===== src/design/cl_cfg_pkg.sv =====
package cl_cfg_pkg;

  // ---------------------------------------------------------------
  // Bus geometry
  // ---------------------------------------------------------------
  localparam int ADDR_W = 12; // Byte address width on the bus
  localparam int DATA_W = 32; // Register word width
  localparam int STRB_W = DATA_W / 8; // Byte lanes
  localparam int IDX_SHIFT = 2; // Word index to byte address

  // Register indices; byte address is four times the index
  localparam logic [7:0] IDX_STOP_MOTOR = 8'h8A;
  localparam logic [7:0] IDX_CURR_GAINS = 8'h8C;
  localparam logic [7:0] IDX_SPEED_GAINS = 8'h8E;

  // Reset values of the three words
  localparam logic [31:0] RST_STOP_MOTOR = 32'h00000000;
  localparam logic [31:0] RST_CURR_GAINS = 32'h00000000;
  localparam logic [13:0] RST_MAX_SPEED_DEF = 14'h0000;

  // AXI4-Lite responses
  localparam logic [1:0] RESP_OKAY = 2'h0;
  localparam logic [1:0] RESP_SLVERR = 2'h2;

  // ---------------------------------------------------------------
  // Field positions
  // ---------------------------------------------------------------
  localparam int PARITY_BIT = 31;
  localparam int STOP_LSB = 28; // 3 bits
  localparam int BRK_TIME_LSB = 24; // 4 bits
  localparam int SPIN_THR_LSB = 20; // 4 bits
  localparam int BRK_THR_LSB = 16; // 4 bits
  localparam int RES_LSB = 8; // 8 bits
  localparam int IND_LSB = 0; // 8 bits
  localparam int BEMF_LSB = 23; // 8 bits
  localparam int CKP_LSB = 13; // 10 bits
  localparam int CKI_LSB = 3; // 10 bits
  localparam int SKP_HI_LSB = 0; // 3 bits, top of speed kp
  localparam int SKP_LO_LSB = 24; // 7 bits, bottom of speed kp
  localparam int SKI_LSB = 14; // 10 bits
  localparam int MAXSPD_LSB = 0; // 14 bits
  localparam logic [13:0] MAX_SPEED_DIV = 14'h0006; // Code per Hz

  // ---------------------------------------------------------------
  // Stop behaviour and lookup tables
  // ---------------------------------------------------------------
  typedef enum logic [2:0] {
    STOP_HIZ, STOP_RECIRC, STOP_LS_BRAKE, STOP_HS_BRAKE,
    STOP_SPIN_DOWN, STOP_ALIGN_BRAKE, STOP_UNUSED
  } stop_method_t;

  // Brake time in units of 10 us, indexed by code
  localparam logic [20:0] BRK_TIME_10US [16] = '{
    21'h00000A, 21'h00000A, 21'h000019, 21'h000032,
    21'h000064, 21'h0001F4, 21'h0003E8, 21'h001388,
    21'h002710, 21'h0061A8, 21'h00C350, 21'h0186A0,
    21'h03D090, 21'h07A120, 21'h0F4240, 21'h16E360};

  // Speed threshold in tenths of a percent, indexed by code
  localparam logic [10:0] THR_PERMILLE [16] = '{
    11'h3E8, 11'h384, 11'h320, 11'h2BC, 11'h258, 11'h1F4,
    11'h1C2, 11'h190, 11'h15E, 11'h12C, 11'h0FA, 11'h0C8,
    11'h096, 11'h064, 11'h032, 11'h019};

endpackage


===== src/design/gain_code_split.sv =====
`timescale 1ns/1ps
module gain_code_split (
  // Packed gain code
  input wire logic [9:0] i_code,
  // Decoded parts
  output logic [7:0] o_mant,
  output logic [1:0] o_exp,
  output logic o_auto
);

  // ---------------------------------------------------------------
  // Mantissa over ten to the exponent
  // ---------------------------------------------------------------
  // Scale factor is fixed per gain and applied downstream
  always_comb begin
    o_mant = i_code[7:0];
    o_exp = i_code[9:8];
    // Zero code hands the gain to the automatic tuner
    o_auto = (i_code == 10'h000);
  end

endmodule


===== src/design/closed_loop_stop_config_regs.sv =====
`timescale 1ns/1ps
// Function
// - Stop word at index 8A, zero reset, parity
// - Bits 30-28 pick the stop behaviour
// - Bits 27-24 map to brake time
// - Bits 23-20 spin-down threshold percent table
// - Bits 19-16 brake threshold, same table
// - Phase resistance 15-8, inductance 7-0
// - Current gains word at 8C, zero reset
// - Back-EMF constant in bits 30-23
// - Current kp bits 22-13, mantissa/exponent
// - Zero current kp means automatic gain
// - Zero current ki means automatic gain
// - Bits 2-0 are speed kp top bits
// - Speed word at 8E, parity bit 31
// - Bits 30-24 speed kp low, zero auto
// - Speed ki bits 23-14, zero auto
// - Max speed bits 13-0, Hz is code/6
module closed_loop_stop_config_regs #(
  parameter logic [13:0] MAX_SPEED_RESET = cl_cfg_pkg::RST_MAX_SPEED_DEF
) (
  // Clock and reset
  input wire logic I_CLK,
  input wire logic I_RSTN,
  // AXI4-Lite write address and data
  input wire logic I_AWVALID,
  output logic O_AWREADY,
  input wire logic [cl_cfg_pkg::ADDR_W-1:0] I_AWADDR,
  input wire logic [2:0] I_AWPROT,
  input wire logic I_WVALID,
  output logic O_WREADY,
  input wire logic [cl_cfg_pkg::DATA_W-1:0] I_WDATA,
  input wire logic [cl_cfg_pkg::STRB_W-1:0] I_WSTRB,
  // AXI4-Lite write response
  output logic O_BVALID,
  input wire logic I_BREADY,
  output logic [1:0] O_BRESP,
  // AXI4-Lite read
  input wire logic I_ARVALID,
  output logic O_ARREADY,
  input wire logic [cl_cfg_pkg::ADDR_W-1:0] I_ARADDR,
  input wire logic [2:0] I_ARPROT,
  output logic O_RVALID,
  input wire logic I_RREADY,
  output logic [cl_cfg_pkg::DATA_W-1:0] O_RDATA,
  output logic [1:0] O_RRESP,
  // Stop configuration
  output cl_cfg_pkg::stop_method_t O_STOP_METHOD,
  output logic [20:0] O_BRAKE_TIME_10US,
  output logic [10:0] O_SPIN_THR_PERMILLE,
  output logic [10:0] O_BRAKE_THR_PERMILLE,
  // Motor model
  output logic [7:0] O_PHASE_RES,
  output logic [7:0] O_PHASE_IND,
  output logic [7:0] O_BEMF_CONST,
  // Loop gains: mantissa, exponent, automatic flag
  output logic [7:0] O_CKP_MANT,
  output logic [1:0] O_CKP_EXP,
  output logic O_CKP_AUTO,
  output logic [7:0] O_CKI_MANT,
  output logic [1:0] O_CKI_EXP,
  output logic O_CKI_AUTO,
  output logic [7:0] O_SKP_MANT,
  output logic [1:0] O_SKP_EXP,
  output logic O_SKP_AUTO,
  output logic [7:0] O_SKI_MANT,
  output logic [1:0] O_SKI_EXP,
  output logic O_SKI_AUTO,
  // Speed limit
  output logic [13:0] O_MAX_SPEED_CODE,
  output logic [13:0] O_MAX_SPEED_HZ
);
  import cl_cfg_pkg::*;

  // ---------------------------------------------------------------
  // Helpers
  // ---------------------------------------------------------------
  // Map a byte address to a register slot, 0 when unmapped
  function automatic logic [1:0] reg_slot(input logic [ADDR_W-1:0] a);
    logic [1:0] s;
    s = 2'h0;
    if (a == ADDR_W'({IDX_STOP_MOTOR, 2'h0})) begin
      s = 2'h1;
    end else if (a == ADDR_W'({IDX_CURR_GAINS, 2'h0})) begin
      s = 2'h2;
    end else if (a == ADDR_W'({IDX_SPEED_GAINS, 2'h0})) begin
      s = 2'h3;
    end
    return s;
  endfunction

  // Merge write data into a word lane by lane
  function automatic logic [31:0] merge(input logic [31:0] old,
      input logic [31:0] wd, input logic [3:0] st);
    logic [31:0] r;
    r = old;
    for (int b = 0; b < STRB_W; b++) begin
      if (st[b]) begin
        r[b*8 +: 8] = wd[b*8 +: 8];
      end
    end
    return r;
  endfunction

  // ---------------------------------------------------------------
  // Reset release
  // ---------------------------------------------------------------
  logic rst_meta_q; // First stage, read only by the second
  logic rst_n_q; // Released reset used everywhere else

  // Assert at once, release after two edges
  always_ff @(posedge I_CLK or negedge I_RSTN) begin
    if (!I_RSTN) begin
      rst_meta_q <= 1'b0;
      rst_n_q <= 1'b0;
    end else begin
      rst_meta_q <= 1'b1;
      rst_n_q <= rst_meta_q;
    end
  end

  // ---------------------------------------------------------------
  // Register words and write channel
  // ---------------------------------------------------------------
  logic [31:0] stop_and_motor_params_q, stop_and_motor_params_d;
  logic [31:0] current_loop_gains_q, current_loop_gains_d;
  logic [31:0] speed_loop_gains_and_limit_q, speed_loop_gains_and_limit_d;
  logic aw_hold_q, aw_hold_d; // Address taken, waiting for data
  logic w_hold_q, w_hold_d; // Data taken, waiting for address
  logic [ADDR_W-1:0] aw_addr_q, aw_addr_d;
  logic [31:0] w_data_q, w_data_d;
  logic [3:0] w_strb_q, w_strb_d;
  logic awready_q, awready_d, wready_q, wready_d;
  logic bvalid_q, bvalid_d;
  logic [1:0] bresp_q, bresp_d;
  logic commit; // Both halves present, write lands now
  logic [1:0] wr_slot;

  // Either half may arrive first; commit once both are held
  always_comb begin
    aw_hold_d = aw_hold_q;
    w_hold_d = w_hold_q;
    aw_addr_d = aw_addr_q;
    w_data_d = w_data_q;
    w_strb_d = w_strb_q;
    bvalid_d = bvalid_q;
    bresp_d = bresp_q;
    stop_and_motor_params_d = stop_and_motor_params_q;
    current_loop_gains_d = current_loop_gains_q;
    speed_loop_gains_and_limit_d = speed_loop_gains_and_limit_q;
    commit = aw_hold_q && w_hold_q && !bvalid_q;
    wr_slot = reg_slot(aw_addr_q);
    // Address half
    if (I_AWVALID && awready_q) begin
      aw_hold_d = 1'b1;
      aw_addr_d = I_AWADDR;
    end
    // Data half
    if (I_WVALID && wready_q) begin
      w_hold_d = 1'b1;
      w_data_d = I_WDATA;
      w_strb_d = I_WSTRB;
    end
    // Response drained
    if (bvalid_q && I_BREADY) begin
      bvalid_d = 1'b0;
    end
    // Every bit, parity included, is plain storage
    if (commit) begin
      aw_hold_d = 1'b0;
      w_hold_d = 1'b0;
      bvalid_d = 1'b1;
      bresp_d = RESP_OKAY;
      if (wr_slot == 2'h1) begin
        stop_and_motor_params_d = merge(stop_and_motor_params_q,
          w_data_q, w_strb_q);
      end else if (wr_slot == 2'h2) begin
        current_loop_gains_d = merge(current_loop_gains_q,
          w_data_q, w_strb_q);
      end else if (wr_slot == 2'h3) begin
        speed_loop_gains_and_limit_d = merge(
          speed_loop_gains_and_limit_q,
          w_data_q, w_strb_q);
      end else begin
        // Unmapped address: nothing stored
        bresp_d = RESP_SLVERR;
      end
    end
    // Hold off new halves while a response is outstanding
    awready_d = !aw_hold_d && !bvalid_d;
    wready_d = !w_hold_d && !bvalid_d;
  end

  // Register the write side
  always_ff @(posedge I_CLK or negedge rst_n_q) begin
    if (!rst_n_q) begin
      stop_and_motor_params_q <= RST_STOP_MOTOR;
      current_loop_gains_q <= RST_CURR_GAINS;
      speed_loop_gains_and_limit_q <= {18'h00000,
        MAX_SPEED_RESET};
      aw_hold_q <= 1'b0;
      w_hold_q <= 1'b0;
      aw_addr_q <= '0;
      w_data_q <= 32'h00000000;
      w_strb_q <= 4'h0;
      awready_q <= 1'b0;
      wready_q <= 1'b0;
      bvalid_q <= 1'b0;
      bresp_q <= RESP_OKAY;
    end else begin
      stop_and_motor_params_q <= stop_and_motor_params_d;
      current_loop_gains_q <= current_loop_gains_d;
      speed_loop_gains_and_limit_q <= speed_loop_gains_and_limit_d;
      aw_hold_q <= aw_hold_d;
      w_hold_q <= w_hold_d;
      aw_addr_q <= aw_addr_d;
      w_data_q <= w_data_d;
      w_strb_q <= w_strb_d;
      awready_q <= awready_d;
      wready_q <= wready_d;
      bvalid_q <= bvalid_d;
      bresp_q <= bresp_d;
    end
  end

  // ---------------------------------------------------------------
  // Read channel
  // ---------------------------------------------------------------
  logic arready_q, arready_d, rvalid_q, rvalid_d;
  logic [31:0] rdata_q, rdata_d;
  logic [1:0] rresp_q, rresp_d;
  logic [1:0] rd_slot;

  // One read in flight; reads have no side effects
  always_comb begin
    rvalid_d = rvalid_q;
    rdata_d = rdata_q;
    rresp_d = rresp_q;
    rd_slot = reg_slot(I_ARADDR);
    if (rvalid_q && I_RREADY) begin
      rvalid_d = 1'b0;
    end
    if (I_ARVALID && arready_q) begin
      rvalid_d = 1'b1;
      rresp_d = RESP_OKAY;
      if (rd_slot == 2'h1) begin
        rdata_d = stop_and_motor_params_q;
      end else if (rd_slot == 2'h2) begin
        rdata_d = current_loop_gains_q;
      end else if (rd_slot == 2'h3) begin
        rdata_d = speed_loop_gains_and_limit_q;
      end else begin
        // Unmapped reads return zero with an error
        rdata_d = 32'h00000000;
        rresp_d = RESP_SLVERR;
      end
    end
    arready_d = !rvalid_d;
  end

  // Register the read side
  always_ff @(posedge I_CLK or negedge rst_n_q) begin
    if (!rst_n_q) begin
      arready_q <= 1'b0;
      rvalid_q <= 1'b0;
      rdata_q <= 32'h00000000;
      rresp_q <= RESP_OKAY;
    end else begin
      arready_q <= arready_d;
      rvalid_q <= rvalid_d;
      rdata_q <= rdata_d;
      rresp_q <= rresp_d;
    end
  end

  // ---------------------------------------------------------------
  // Field decode
  // ---------------------------------------------------------------
  logic [31:0] w2, w3, w4; // Short aliases of the three words
  assign w2 = stop_and_motor_params_q;
  assign w3 = current_loop_gains_q;
  assign w4 = speed_loop_gains_and_limit_q;

  // Gain codes; speed kp straddles two words
  logic [9:0] skp_code;
  assign skp_code = {w3[SKP_HI_LSB +: 3], w4[SKP_LO_LSB +: 7]};
  logic [7:0] ckp_m, cki_m, skp_m, ski_m;
  logic [1:0] ckp_e, cki_e, skp_e, ski_e;
  logic ckp_a, cki_a, skp_a, ski_a;

  // Current kp, unit scale, both axes share it
  gain_code_split u_ckp (.i_code(w3[CKP_LSB +: 10]), .o_mant(ckp_m),
    .o_exp(ckp_e), .o_auto(ckp_a));
  // Current ki, scale 1000
  gain_code_split u_cki (.i_code(w3[CKI_LSB +: 10]), .o_mant(cki_m),
    .o_exp(cki_e), .o_auto(cki_a));
  // Speed kp, scale 0.01
  gain_code_split u_skp (.i_code(skp_code), .o_mant(skp_m),
    .o_exp(skp_e), .o_auto(skp_a));
  // Speed ki, scale 0.1
  gain_code_split u_ski (.i_code(w4[SKI_LSB +: 10]), .o_mant(ski_m),
    .o_exp(ski_e), .o_auto(ski_a));

  stop_method_t stop_d;

  // Unused stop codes collapse to one marker value
  always_comb begin
    if (w2[STOP_LSB +: 3] > 3'(STOP_ALIGN_BRAKE)) begin
      stop_d = STOP_UNUSED;
    end else begin
      stop_d = stop_method_t'(w2[STOP_LSB +: 3]);
    end
  end

  // Outputs lag the stored words by one edge, glitch free
  always_ff @(posedge I_CLK or negedge rst_n_q) begin
    if (!rst_n_q) begin
      // Reset state is the decode of the reset words, so no false step
      O_STOP_METHOD <= STOP_HIZ;
      O_BRAKE_TIME_10US <= BRK_TIME_10US[RST_STOP_MOTOR[BRK_TIME_LSB +: 4]];
      O_SPIN_THR_PERMILLE <= THR_PERMILLE[RST_STOP_MOTOR[SPIN_THR_LSB +: 4]];
      O_BRAKE_THR_PERMILLE <= THR_PERMILLE[RST_STOP_MOTOR[BRK_THR_LSB +: 4]];
      O_PHASE_RES <= 8'h00;
      O_PHASE_IND <= 8'h00;
      O_BEMF_CONST <= 8'h00;
      // Zero reset codes select the automatic gains
      {O_CKP_MANT, O_CKP_EXP, O_CKP_AUTO} <= 11'h001;
      {O_CKI_MANT, O_CKI_EXP, O_CKI_AUTO} <= 11'h001;
      {O_SKP_MANT, O_SKP_EXP, O_SKP_AUTO} <= 11'h001;
      {O_SKI_MANT, O_SKI_EXP, O_SKI_AUTO} <= 11'h001;
      O_MAX_SPEED_CODE <= MAX_SPEED_RESET;
      O_MAX_SPEED_HZ <= MAX_SPEED_RESET / MAX_SPEED_DIV;
    end else begin
      O_STOP_METHOD <= stop_d;
      O_BRAKE_TIME_10US <= BRK_TIME_10US[w2[BRK_TIME_LSB +: 4]];
      O_SPIN_THR_PERMILLE <= THR_PERMILLE[w2[SPIN_THR_LSB +: 4]];
      O_BRAKE_THR_PERMILLE <= THR_PERMILLE[w2[BRK_THR_LSB +: 4]];
      O_PHASE_RES <= w2[RES_LSB +: 8];
      O_PHASE_IND <= w2[IND_LSB +: 8];
      O_BEMF_CONST <= w3[BEMF_LSB +: 8];
      {O_CKP_MANT, O_CKP_EXP, O_CKP_AUTO} <= {ckp_m, ckp_e, ckp_a};
      {O_CKI_MANT, O_CKI_EXP, O_CKI_AUTO} <= {cki_m, cki_e, cki_a};
      {O_SKP_MANT, O_SKP_EXP, O_SKP_AUTO} <= {skp_m, skp_e, skp_a};
      {O_SKI_MANT, O_SKI_EXP, O_SKI_AUTO} <= {ski_m, ski_e, ski_a};
      O_MAX_SPEED_CODE <= w4[MAXSPD_LSB +: 14];
      // Constant divider; short path, no multicycle needed
      O_MAX_SPEED_HZ <= w4[MAXSPD_LSB +: 14] / MAX_SPEED_DIV;
    end
  end

  // Bus outputs straight from their flops
  assign O_AWREADY = awready_q;
  assign O_WREADY = wready_q;
  assign O_BVALID = bvalid_q;
  assign O_BRESP = bresp_q;
  assign O_ARREADY = arready_q;
  assign O_RVALID = rvalid_q;
  assign O_RDATA = rdata_q;
  assign O_RRESP = rresp_q;
endmodule


===== config.mk =====
export PLATFORM = sky130hd
export DESIGN_NAME = closed_loop_stop_config_regs
export DESIGN_NICKNAME = d
export VERILOG_FILES = /design/src/design/cl_cfg_pkg.sv /design/src/design/gain_code_split.sv /design/src/design/closed_loop_stop_config_regs.sv
export SDC_FILE = /design/constraint.sdc
export NUM_CORES = 1
export LEC_CHECK = 0
export BUFFER_PORTS_ARGS = -buffer_cell sky130_fd_sc_hd__buf_2
export CAP_MARGIN = 20
export CORE_MARGIN = 3
export CORE_UTILIZATION = 59
export DETAILED_ROUTE_END_ITERATION = 8
export GPL_TIMING_DRIVEN = 0
export PLACE_DENSITY = 0.89
export SLEW_MARGIN = 10
export SYNTH_ARGS = -nofsm -noshare
export SYNTH_HDL_FRONTEND = slang
export SYNTH_SLANG_ARGS = --single-unit

===== constraint.sdc =====
create_clock -name I_CLK -period 18.5 [get_ports I_CLK]
set_clock_uncertainty 0.1 [all_clocks]
set_input_delay 0.925 -clock I_CLK [delete_from_list [all_inputs] [get_ports I_CLK]]
set_output_delay 0.925 -clock I_CLK [all_outputs]
set_load 0.03 [all_outputs]

==> After elaboration in Yosys (flattened, before gate mapping) <==
Memory sizes are Yosys's and may differ from the RTL's. A register that Yosys moved wholly into a read port is not among the register bits.
Cells that the tools add are included.
{ "totals": {"reg_bits": 288, "mem_bits_ro": 688, "input_bits": 73, "output_inout_bits": 183, "n_memories": 3} }
{ "mem_list": {"columns": ["name", "depth", "word_bits", "read_ports", "rd_clocked_by_memory_dff", "wr", "line", "source"], "rows": [
  ["(no name shown)", 16, 21, 1, 1, 0, "closed_loop_stop_config_regs.sv:335", "O_BRAKE_TIME_10US <= BRK_TIME_10US[w2[BRK_TIME_LSB +: 4]];"],
  ["(no name shown)", 16, 11, 1, 1, 0, "closed_loop_stop_config_regs.sv:337", "O_BRAKE_THR_PERMILLE <= THR_PERMILLE[w2[BRK_THR_LSB +: 4]];"],
  ["(no name shown)", 16, 11, 1, 1, 0, "closed_loop_stop_config_regs.sv:336", "O_SPIN_THR_PERMILLE <= THR_PERMILLE[w2[SPIN_THR_LSB +: 4]];"]
]} }
{ "op_classes": {"n_div": 1, "magnitude_cmp": 1, "eq_ne": 12, "muxes": 24, "bitwise_logic": 5, "reduce_logical": 33} }
{ "op_table": {"columns": ["operator", "n"], "rows": [
  ["32-bit two-way mux", 3],
  ["12-bit by 10-bit equality test with 1-bit output (second input constant)", 6],
  ["10-bit logical NOT", 4],
  ["2-bit two-way mux", 12],
  ["5-bit AND reduction", 4],
  ["4-bit AND reduction", 4],
  ["4-bit inverter with 5-bit output", 3],
  ["14-bit by 3-bit divider with 14-bit output (second input constant)", 1],
  ["3-bit AND reduction", 4],
  ["1-bit logical AND", 9],
  ["2-bit equality test (second input constant)", 4],
  ["1-bit logical NOT", 8],
  ["1-bit two-way mux", 8],
  ["2-bit by 1-bit equality test with 1-bit output (second input constant)", 2],
  ["3-bit > comparator (second input constant)", 1],
  ["3-bit two-way mux", 1],
  ["1-bit inverter", 2]
]} }

==> Longest topological paths before layout <==
Gate-level depths: netlist of run 1.
{ "logic_depth": {"word_depth": 8, "ltp_mapped": 11, "depth_no_buf": 9} }

==> Cells and area by module <==
Synthesis of run 1 repeated with hierarchy kept, for this count alone.
{ "unflattened": {"hier_cells": 1105, "area_unflattened_um2": 13658.1} }
{ "modules_own_cells": {"columns": ["module", "n_inst", "cells_per_inst", "area_each_um2"], "rows": [
  ["closed_loop_stop_config_regs", 1, 1053, 13247.7],
  ["gain_code_split", 4, 13, 102.6]
]} }

==> Worst setup path before layout of run 1 <==
Ideal clock, no wire load.
{ "synth_timing": {"path_type": "register to register", "start": "reg speed_loop_gains_and_limit_q[10]", "end": "reg O_MAX_SPEED_HZ[0]", "t_arrival_ns": 2.498, "setup_slack_ns": 15.763, "path_stages_with_launch": 10, "path_buffers": 0, "period_less_slack_ns": 2.737, "cell_sequence": "dfrtp_1 or3b_1 o211a_1 o32ai_2 nor3_2 a21o_1 o31ai_2 a2bb2oi_2 nor3_1 or4_1"} }
{ "synth_between": {"elab_chain_len": 1} }
{ "synth_rtl": {"columns": ["element", "line", "source"], "rows": [
  ["from (decl)", "closed_loop_stop_config_regs.sv:127", "logic [31:0] speed_loop_gains_and_limit_q, speed_loop_gains_and_limit_d;"],
  ["from (signal assigned)", "closed_loop_stop_config_regs.sv:199", "speed_loop_gains_and_limit_q <= {18'h00000,"],
  ["from (signal assigned)", "closed_loop_stop_config_regs.sv:213", "speed_loop_gains_and_limit_q <= speed_loop_gains_and_limit_d;"],
  ["14-bit by 3-bit divider with 14-bit output", "closed_loop_stop_config_regs.sv:347", "O_MAX_SPEED_HZ <= w4[MAXSPD_LSB +: 14] / MAX_SPEED_DIV;"],
  ["to (signal assigned)", "closed_loop_stop_config_regs.sv:332", "O_MAX_SPEED_HZ <= MAX_SPEED_RESET / MAX_SPEED_DIV;"],
  ["to (signal assigned)", "closed_loop_stop_config_regs.sv:347", null],
  ["to (decl)", "closed_loop_stop_config_regs.sv:71", "output logic [13:0] O_MAX_SPEED_HZ"]
]} }
Every way passes these cells.
A chain may end at the register's enable or synchronous reset.

==> Worst setup path in the final report of run 1 <==
{ "layout_timing": {"start": "reg aw_addr_q[8]", "end": "reg stop_and_motor_params_q[10]"} }
{ "layout_between": {"elab_chain_len": 6, "elab_cells_between_ends": 8, "classes_between": "4 x eq/ne; 3 x mux; 1 x reduce/logical"} }
{ "layout_rtl": {"columns": ["element", "line", "source"], "rows": [
  ["from (decl)", "closed_loop_stop_config_regs.sv:130", "logic [ADDR_W-1:0] aw_addr_q, aw_addr_d;"],
  ["from (signal assigned)", "closed_loop_stop_config_regs.sv:216", "aw_addr_q <= aw_addr_d;"],
  ["12-bit by 10-bit equality test with 1-bit output", "closed_loop_stop_config_regs.sv:86", "end else if (a == ADDR_W'({IDX_SPEED_GAINS, 2'h0})) begin"],
  ["2-bit two-way mux", "closed_loop_stop_config_regs.sv:86", null],
  ["2-bit two-way mux", "closed_loop_stop_config_regs.sv:84", "end else if (a == ADDR_W'({IDX_CURR_GAINS, 2'h0})) begin"],
  ["2-bit two-way mux *", "closed_loop_stop_config_regs.sv:82", "if (a == ADDR_W'({IDX_STOP_MOTOR, 2'h0})) begin"],
  ["2-bit by 1-bit equality test with 1-bit output *", "closed_loop_stop_config_regs.sv:174", "if (wr_slot == 2'h1) begin"],
  ["3-bit AND reduction (no source line) *", null, null],
  ["to (signal assigned)", "closed_loop_stop_config_regs.sv:211", "stop_and_motor_params_q <= stop_and_motor_params_d;"],
  ["to (decl)", "closed_loop_stop_config_regs.sv:125", "logic [31:0] stop_and_motor_params_q, stop_and_motor_params_d;"]
]} }
Mark *: on every way between the ends. The rest lies on a longest branch, timed or not.

==> flow_metrics.py, run 1 <==
metrics = {
    "synth": {
        "ys_ff_latch": 324,
        "synthCells": 1018,
        "ys_async_sr_fraction_pct": 100,
        "synth_seq_area_share_pct": 61.5,
        "netlist_area_sq_mm": 0.0132,
        "synthTopCellsByArea": "dfrtp_1 (58%), mux2_2 (14%), dfstp_2 (3.6%), nand2_1 (2.7%), a22oi_1 (1.9%)",
        "synth_cell_type_count": 74,
        "yosysWarnings": 0,
        "synth_edf_count": 0,
        "synthFlopType": "dfrtp_1",
        "avgSynthCellArea_sq_um": 13.0,
        "synth_commonest_cells": "dfrtp_1 (306), mux2_2 (168), nand2_1 (94)",
        "yosysTopAreaCell": "dfrtp_1",
        "netlist.area_leader.share_pct": 57.9,
        "yosysMostFrequentCell": "dfrtp_1",
    },
    "place": {
        "io_buffers": 240,
        "place_hpwl_mm": 24.7,
        "routabilityCongestion": 0.887,
    },
    "sta": {
        "hold_viol_final": 0,
        "setup_violations": 0,
        "tns_ns": 0,
        "drv_slew": 0,
        "fin_crit_sh_pct": 18.0,
        "final.min_clock_period_ns": 3.32,
        "fmax_mhz": 301,
        "tightest_slew_ns": 1.16,
        "max-slew-margin-rel_pct": 22.7,
        "rsz0062_at_grt": "false",
    },
    "critical_path": {
        "reg2reg_depth": 5,
        "critPathLaunchType": "flop",
        "worst_ep_arrival_time_ns": 3.60,
        "path_max_fanout": 8,
        "worstSetupEndpoint": "stop_and_motor_params_q[10]",
        "end_kind": "flop",
        "rrSetupSlack_ns": 15.18,
        "r2r_start": "aw_addr_q[8]",
        "path_class": "reg2reg",
        "reg2reg_to": "stop_and_motor_params_q[10]",
        "required_ns": 18.78,
        "crit_start": "aw_addr_q[8]",
    },
    "clocking": {
        "htreeDepth": 2,
        "hold_buffers": 0,
        "clock_path_buffers": 3,
        "cts_tree": "yes",
        "numCtsBuffers": 34,
        "cts_root_buffer": "clkbuf_16",
        "cts.sinks": 324,
        "path_clk_slew_ns": 0.06,
        "cts_resized": 0,
        "post_cts_buffers": 0,
        "clk_latency_ns": 0.51,
    },
    "power_and_ir_drop": {
        "swShare_pct": 25.3,
        "leakagePower_nw": 8.13,
        "p_sw_mw": 0.427,
        "peakVddDrop_mv": 0.0949,
        "p_seq_share_pct": 49.7,
        "power.share.combinational_pct": 10.4,
        "power_density_mw_per_mm2": 105,
        "power.internal_mw": 1.26,
        "p_total_mw": 1.69,
        "p_clk_share_pct": 40.0,
    },
    "run_status": {
        "status": "finished, final reports clean",
    },
    "drt": {
        "wl_per_cell_microns": 21.8,
        "first_iter_violations": 738,
        "wirelength_mm": 35.1,
        "ant_nets": 0,
        "firstDrtPassIters": 5,
        "viasPerCell": 5.98,
        "drc": 0,
        "routed-via-count": 9649,
    },
    "floorplan": {
        "die_w_microns": 156,
        "start_util_pct": 60.4,
        "boundaryPins": 256,
        "fp.dieH_microns": 156,
        "die_area_sq_mm": 0.0242,
        "core_area_sq_mm": 0.0219,
        "core.rowCount": 54,
    },
    "cells_and_area": {
        "drive_gt1_share_pct": 39.2,
        "nNetsFinal": 1396,
        "fill_cells": 1376,
        "multiInputGateArea_sq_mm": 0.00472,
        "ff_latch_area_sq_mm": 0.00813,
        "area_delta_synth_final_pct": 21.4,
    },
    "grt": {
        "grt_pass1_vias": 9864,
        "grt_overflow_total": 0,
        "grt_max_degree": 65,
        "grt.total_usage_pct": 28.9,
        "antenna_found_initial": 3,
        "grt_first_pass_wirelength_mm": 54.6,
    },
    "flow_run": {
        "maxCapViolCount": 0,
    },
    "hold_path": {
        "hold_path.class": "in2async",
    },
}
==> area by class of cell <==
| class | count | area share [%] |
|---|---|---|
| Sequential cell | 324 | 50.7 |
| Multi-Input combinational cell | 614 | 29.4 |
| Timing Repair Buffer | 245 | 8.29 |
| Clock buffer | 50 | 6.24 |
| Tap cell | 280 | 2.18 |
| Buffer | 69 | 2.03 |
| Clock inverter | 11 | 0.717 |
| Inverter | 17 | 0.397 |
| Antenna cell | 3 | 0.0468 |
==> metrics by stage <==
stage          cells  worst slack, ns  utilization [%]  area [sq um]  hold WS (ns)
2_1_floorplan   1024             8.73                -         13200         0.231
3_3_place_gp    1544             5.90             67.6         14800         0.237
3_5_place_dp    1549            15.25             68.2         14900         0.251
4_1_cts         1610            15.21             73.3         16000        0.0821
5_1_grt         1613            15.05             73.3         16100        0.0803
6_report        1613            15.18             73.3         16100        0.0938
==> per-layer routing <==
layer | vias to the layer above | track usage, % | part of all wire, %
met3 | 106 | 5.44 | 7.1
met5 | - | 0 | 0
met4 | 0 | 13.5 | 4.7
met2 | 449 | 47.2 | 49
li1 | 4210 | - | -
met1 | 4884 | 38.0 | 39
==> registers in the layout, indices dropped and copies added, names as in the netlist, 14 cells and up <==
| signal | cells |
|---|---|
| speed_loop_gains_and_limit_q | 32 |
| current_loop_gains_q | 32 |
| O_MAX_SPEED_CODE | 14 |
| O_BRAKE_TIME_10US | 20 |
| stop_and_motor_params_q | 32 |
| O_RDATA | 32 |
| w_data_q | 32 |
==> cells in the final DEF, fill, tap and decap left out, types with 4 or more instances in the layout <==
master and n:
conb_1 8, nor3_1 6, clkbuf_16 35, nor2b_1 9, nand3_1 7, a21o_1 4, a31oi_1 7, buf_16 4
clkbuf_1 54, buf_4 9, clkinv_2 6, o21ai_0 47, buf_2 246, ha_1 18, or4_1 9, dfstp_2 18
o211a_1 5, clkbuf_8 7, nand3b_1 4, nor2_1 25, nor4_1 6, dfrtp_1 305, a22oi_1 34, buf_1 4
o31ai_1 33, nand2_1 94, a21oi_1 29, nor3b_1 7, and3_1 5, mux2i_1 7, xnor2_1 4, inv_1 17
nand2b_1 11, mux2_2 168
==> power by group through the flow <==
stage | registers [mW] | logic [mW] | clock network, mW
3_5_place_dp | 0.848 | 0.173 | 0
3_3_place_gp | 0.852 | 0.151 | 0
2_1_floorplan | 0.853 | 0.102 | 0
5_1_grt | 0.849 | 0.190 | 0.717
4_1_cts | 0.838 | 0.176 | 0.684
6_report | 0.840 | 0.175 | 0.675
==> worst max-delay path, stage by stage (launching register included) <==
cell and delay, ns:
dfrtp_1 0.38, nor4b_1 0.49, nand4_1 0.24, nor3b_1 0.97, nand2_1 0.57, mux2_2 0.44
==> cells by family (layout without fill, tap and decap cells) <==
family | count (synthesis) | in the layout | share of synthesized area, %
buffers and inverters | 86 | 392 | 2.95
flip-flops | 324 | 324 | 61.5
XOR/XNOR | 7 | 7 | 0.464
AO/OA/AOI/OAI | 198 | 198 | 10.4
adder cells (fa/ha/maj) | 18 | 18 | 1.70
other | 2 | 11 | 0.0568
multiplexers | 175 | 175 | 14.8
AND/OR/NAND/NOR | 208 | 208 | 8.08
==> how the worst min path moves through the flow <==
stage | start | end | slack (ns) | depth (start not counted)
2_1_floorplan | rst_meta_q | rst_n_q | 0.23 | 0
3_3_place_gp | rst_meta_q | rst_n_q | 0.24 | 0
3_5_place_dp | rst_meta_q | rst_n_q | 0.25 | 0
4_1_cts | I_RSTN | rst_meta_q | 0.08 | 1
5_1_grt | I_RSTN | rst_meta_q | 0.08 | 1
6_report | I_RSTN | rst_meta_q | 0.09 | 1
Power figures use the tool's default switching activity.
==> run 2, diff against run 1 <==
--- a/config.mk
+++ b/config.mk
@@ -8,10 +8,10 @@
 export BUFFER_PORTS_ARGS = -buffer_cell sky130_fd_sc_hd__buf_2
 export CAP_MARGIN = 20
 export CORE_MARGIN = 3
-export CORE_UTILIZATION = 59
+export CORE_UTILIZATION = 50
 export DETAILED_ROUTE_END_ITERATION = 8
 export GPL_TIMING_DRIVEN = 0
-export PLACE_DENSITY = 0.89
+export PLACE_DENSITY = 0.81
 export SLEW_MARGIN = 10
 export SYNTH_ARGS = -nofsm -noshare
 export SYNTH_HDL_FRONTEND = slang
==> constraint.sdc (replaced) <==
create_clock -name I_CLK -period 2.7 [get_ports I_CLK]
set_clock_uncertainty 0.1 [all_clocks]
set_input_delay 0.135 -clock I_CLK [delete_from_list [all_inputs] [get_ports I_CLK]]
set_output_delay 0.135 -clock I_CLK [all_outputs]
set_load 0.03 [all_outputs]
==> flow_metrics.py, run 2 (synthesis gave the netlist of run 1 again) <==
metrics = {
    "drt": {
        "first_iter_violations": 779,
        "firstDrtPassIters": 5,
        "routed-via-count": 9719,
        "viasPerCell": 5.61,
        "wirelength_mm": 35.7,
        "drc": 0,
        "ant_nets": 0,
        "wl_per_cell_microns": 20.6,
    },
    "critical_path": {
        "crit_family": "simple AND/OR/NAND/NOR gates",
        "required_ns": 3.01,
        "end_kind": "flop",
        "max_stage_delay_ns": 0.52,
        "critPathLaunchType": "flop",
        "worst-path-buf-inv": 4,
        "worst_ep_arrival_time_ns": 3.34,
        "path_class": "reg2reg",
        "path_max_fanout": 5,
        "path_cells": "buf_4, clkbuf_16, inv_1, o211a_1, o32ai_4, or2_4, buf_6, a31oi_4, o31ai_4, a2bb2oi_4, nor2b_2, or4_1",
        "worst_path_max_delay_cell": "or4_1",
    },
    "sta": {
        "fmax_mhz": 329,
        "setup_violations": 3,
        "final.min_clock_period_ns": 3.04,
        "max-slew-margin-rel_pct": 43.5,
        "hold_viol_final": 0,
        "hold_ws_ns": 0.0241,
        "fin_crit_sh_pct": 112,
        "setup_ws_ns": -0.336,
        "tightest_slew_ns": 0.847,
        "rsz0062_at_grt": "true",
        "drv_slew": 0,
    },
    "cells_and_area": {
        "mostFrequentLayoutCell": "dfrtp_1",
        "drive_gt1_share_pct": 40.7,
        "area_delta_synth_final_pct": 29.9,
        "mostFrequentLayoutCells": "dfrtp_1 (303), buf_2 (244), mux2_2 (168), nand2_1 (88), dlygate4sd3_1 (58)",
        "post-route-util_pct": 67.0,
        "nNetsFinal": 1469,
    },
    "clocking": {
        "clk_latency_ns": 0.55,
        "cts_tree": "yes",
        "cts.sinks": 324,
        "htreeDepth": 1,
        "numCtsBuffers": 31,
        "clock_path_buffers": 3,
        "path_clk_slew_ns": 0.06,
        "cts_root_buffer": "clkbuf_16",
    },
    "run_status": {
        "status": "finished with violations",
        "violations": "setup timing",
    },
    "floorplan": {
        "boundaryPins": 256,
        "die_area_sq_mm": 0.0284,
        "die_w_microns": 169,
        "core_area_sq_mm": 0.0256,
        "core.rowCount": 58,
        "start_util_pct": 51.6,
        "fp.dieH_microns": 169,
    },
    "grt": {
        "grt_max_degree": 66,
        "grt_pass1_vias": 9877,
        "grt_first_pass_wirelength_mm": 54.5,
        "grt.total_usage_pct": 24.2,
        "grt_overflow_total": 0,
        "antenna_found_initial": 1,
    },
    "hold_path": {
        "hold_path.class": "in2reg",
    },
    "power_and_ir_drop": {
        "p_total_mw": 11.9,
        "peakVddDrop_mv": 0.479,
        "power_density_mw_per_mm2": 695,
        "leakagePower_nw": 8.52,
    },
    "place": {
        "io_buffers": 240,
        "place_hpwl_mm": 24.1,
        "routabilityCongestion": 0.885,
    },
    "flow_run": {
        "maxCapViolCount": 0,
    },
}
-- run 2: worst register-to-register path, cell delays in order, from the launching register on --
cell       delay (ns)
dfrtp_2          0.45
buf_4            0.15
clkbuf_16        0.14
inv_1            0.15
o211a_1          0.23
o32ai_4          0.11
or2_4            0.29
buf_6            0.14
a31oi_4          0.18
o31ai_4          0.10
a2bb2oi_4        0.17
nor2b_2          0.16
or4_1            0.52
-- run 2: final timing paths --
path	from	to	slack, ns	cells past startpoint
min in group asynchronous	rst_n_q	O_RVALID	0.22	0
hold reg to reg	rst_n_q	O_RVALID	0.22	0
hold / removal	I_ARADDR[6]	O_RDATA[0]	0.02	3
setup reg to reg	speed_loop_gains_and_limit_q[11]	O_MAX_SPEED_HZ[0]	-0.34	12
max in group asynchronous	rst_n_q	O_BRAKE_THR_PERMILLE[8]	0.92	3
setup / recovery	speed_loop_gains_and_limit_q[11]	O_MAX_SPEED_HZ[0]	-0.34	12
-- run 2: what timing repair did --
action / CTS / global route
setup endpoints to repair: 66 / 100
resized for setup: 15 / 37
hold endpoints to repair: 58 / 0
hold buffers: 58 / 0
setup buffers: 3 / 14
pin swaps: 9 / 20
gates cloned: 0 / 1
-- run 2: cell type report --
cell class                      count  area (sq um)
Buffer                             69           352
Clock inverter                     13           272
Multi-Input combinational cell    614          4970
Antenna cell                        1          2.50
Clock buffer                       44           885
Tap cell                          330           413
Fill cell                        1806          8450
Inverter                           17          66.3
Sequential cell                   324          8140
Timing Repair Buffer              321          2080
-- run 2: per-stage QoR --
stage               setup TNS [ns]  instance area [sq um]  setup slack, ns  instances
floorplan                  -183.12                  13300           -0.602       1024
global placement           -495.01                  14900            -1.58       1594
detailed placement          -11.27                  15100           -0.323       1599
CTS                         -0.263                  16900           -0.258       1717
global route                -0.731                  17200           -0.398       1733
finish                      -0.455                  17200           -0.336       1733
-- run 2: per-layer routing --
layer	vias to the layer above	track usage [%]	part of all wire, %
li1	4339	-	-
met1	4929	31.8	40
met2	365	40.5	50
met3	86	4.37	6.4
met4	0	9.07	3.8
met5	-	0	0
-- run 2: where the power goes --
group	internal, mW	switching [mW]
Sequential	5.32	0.448
Combinational	0.666	0.666
Clock	3.04	1.80
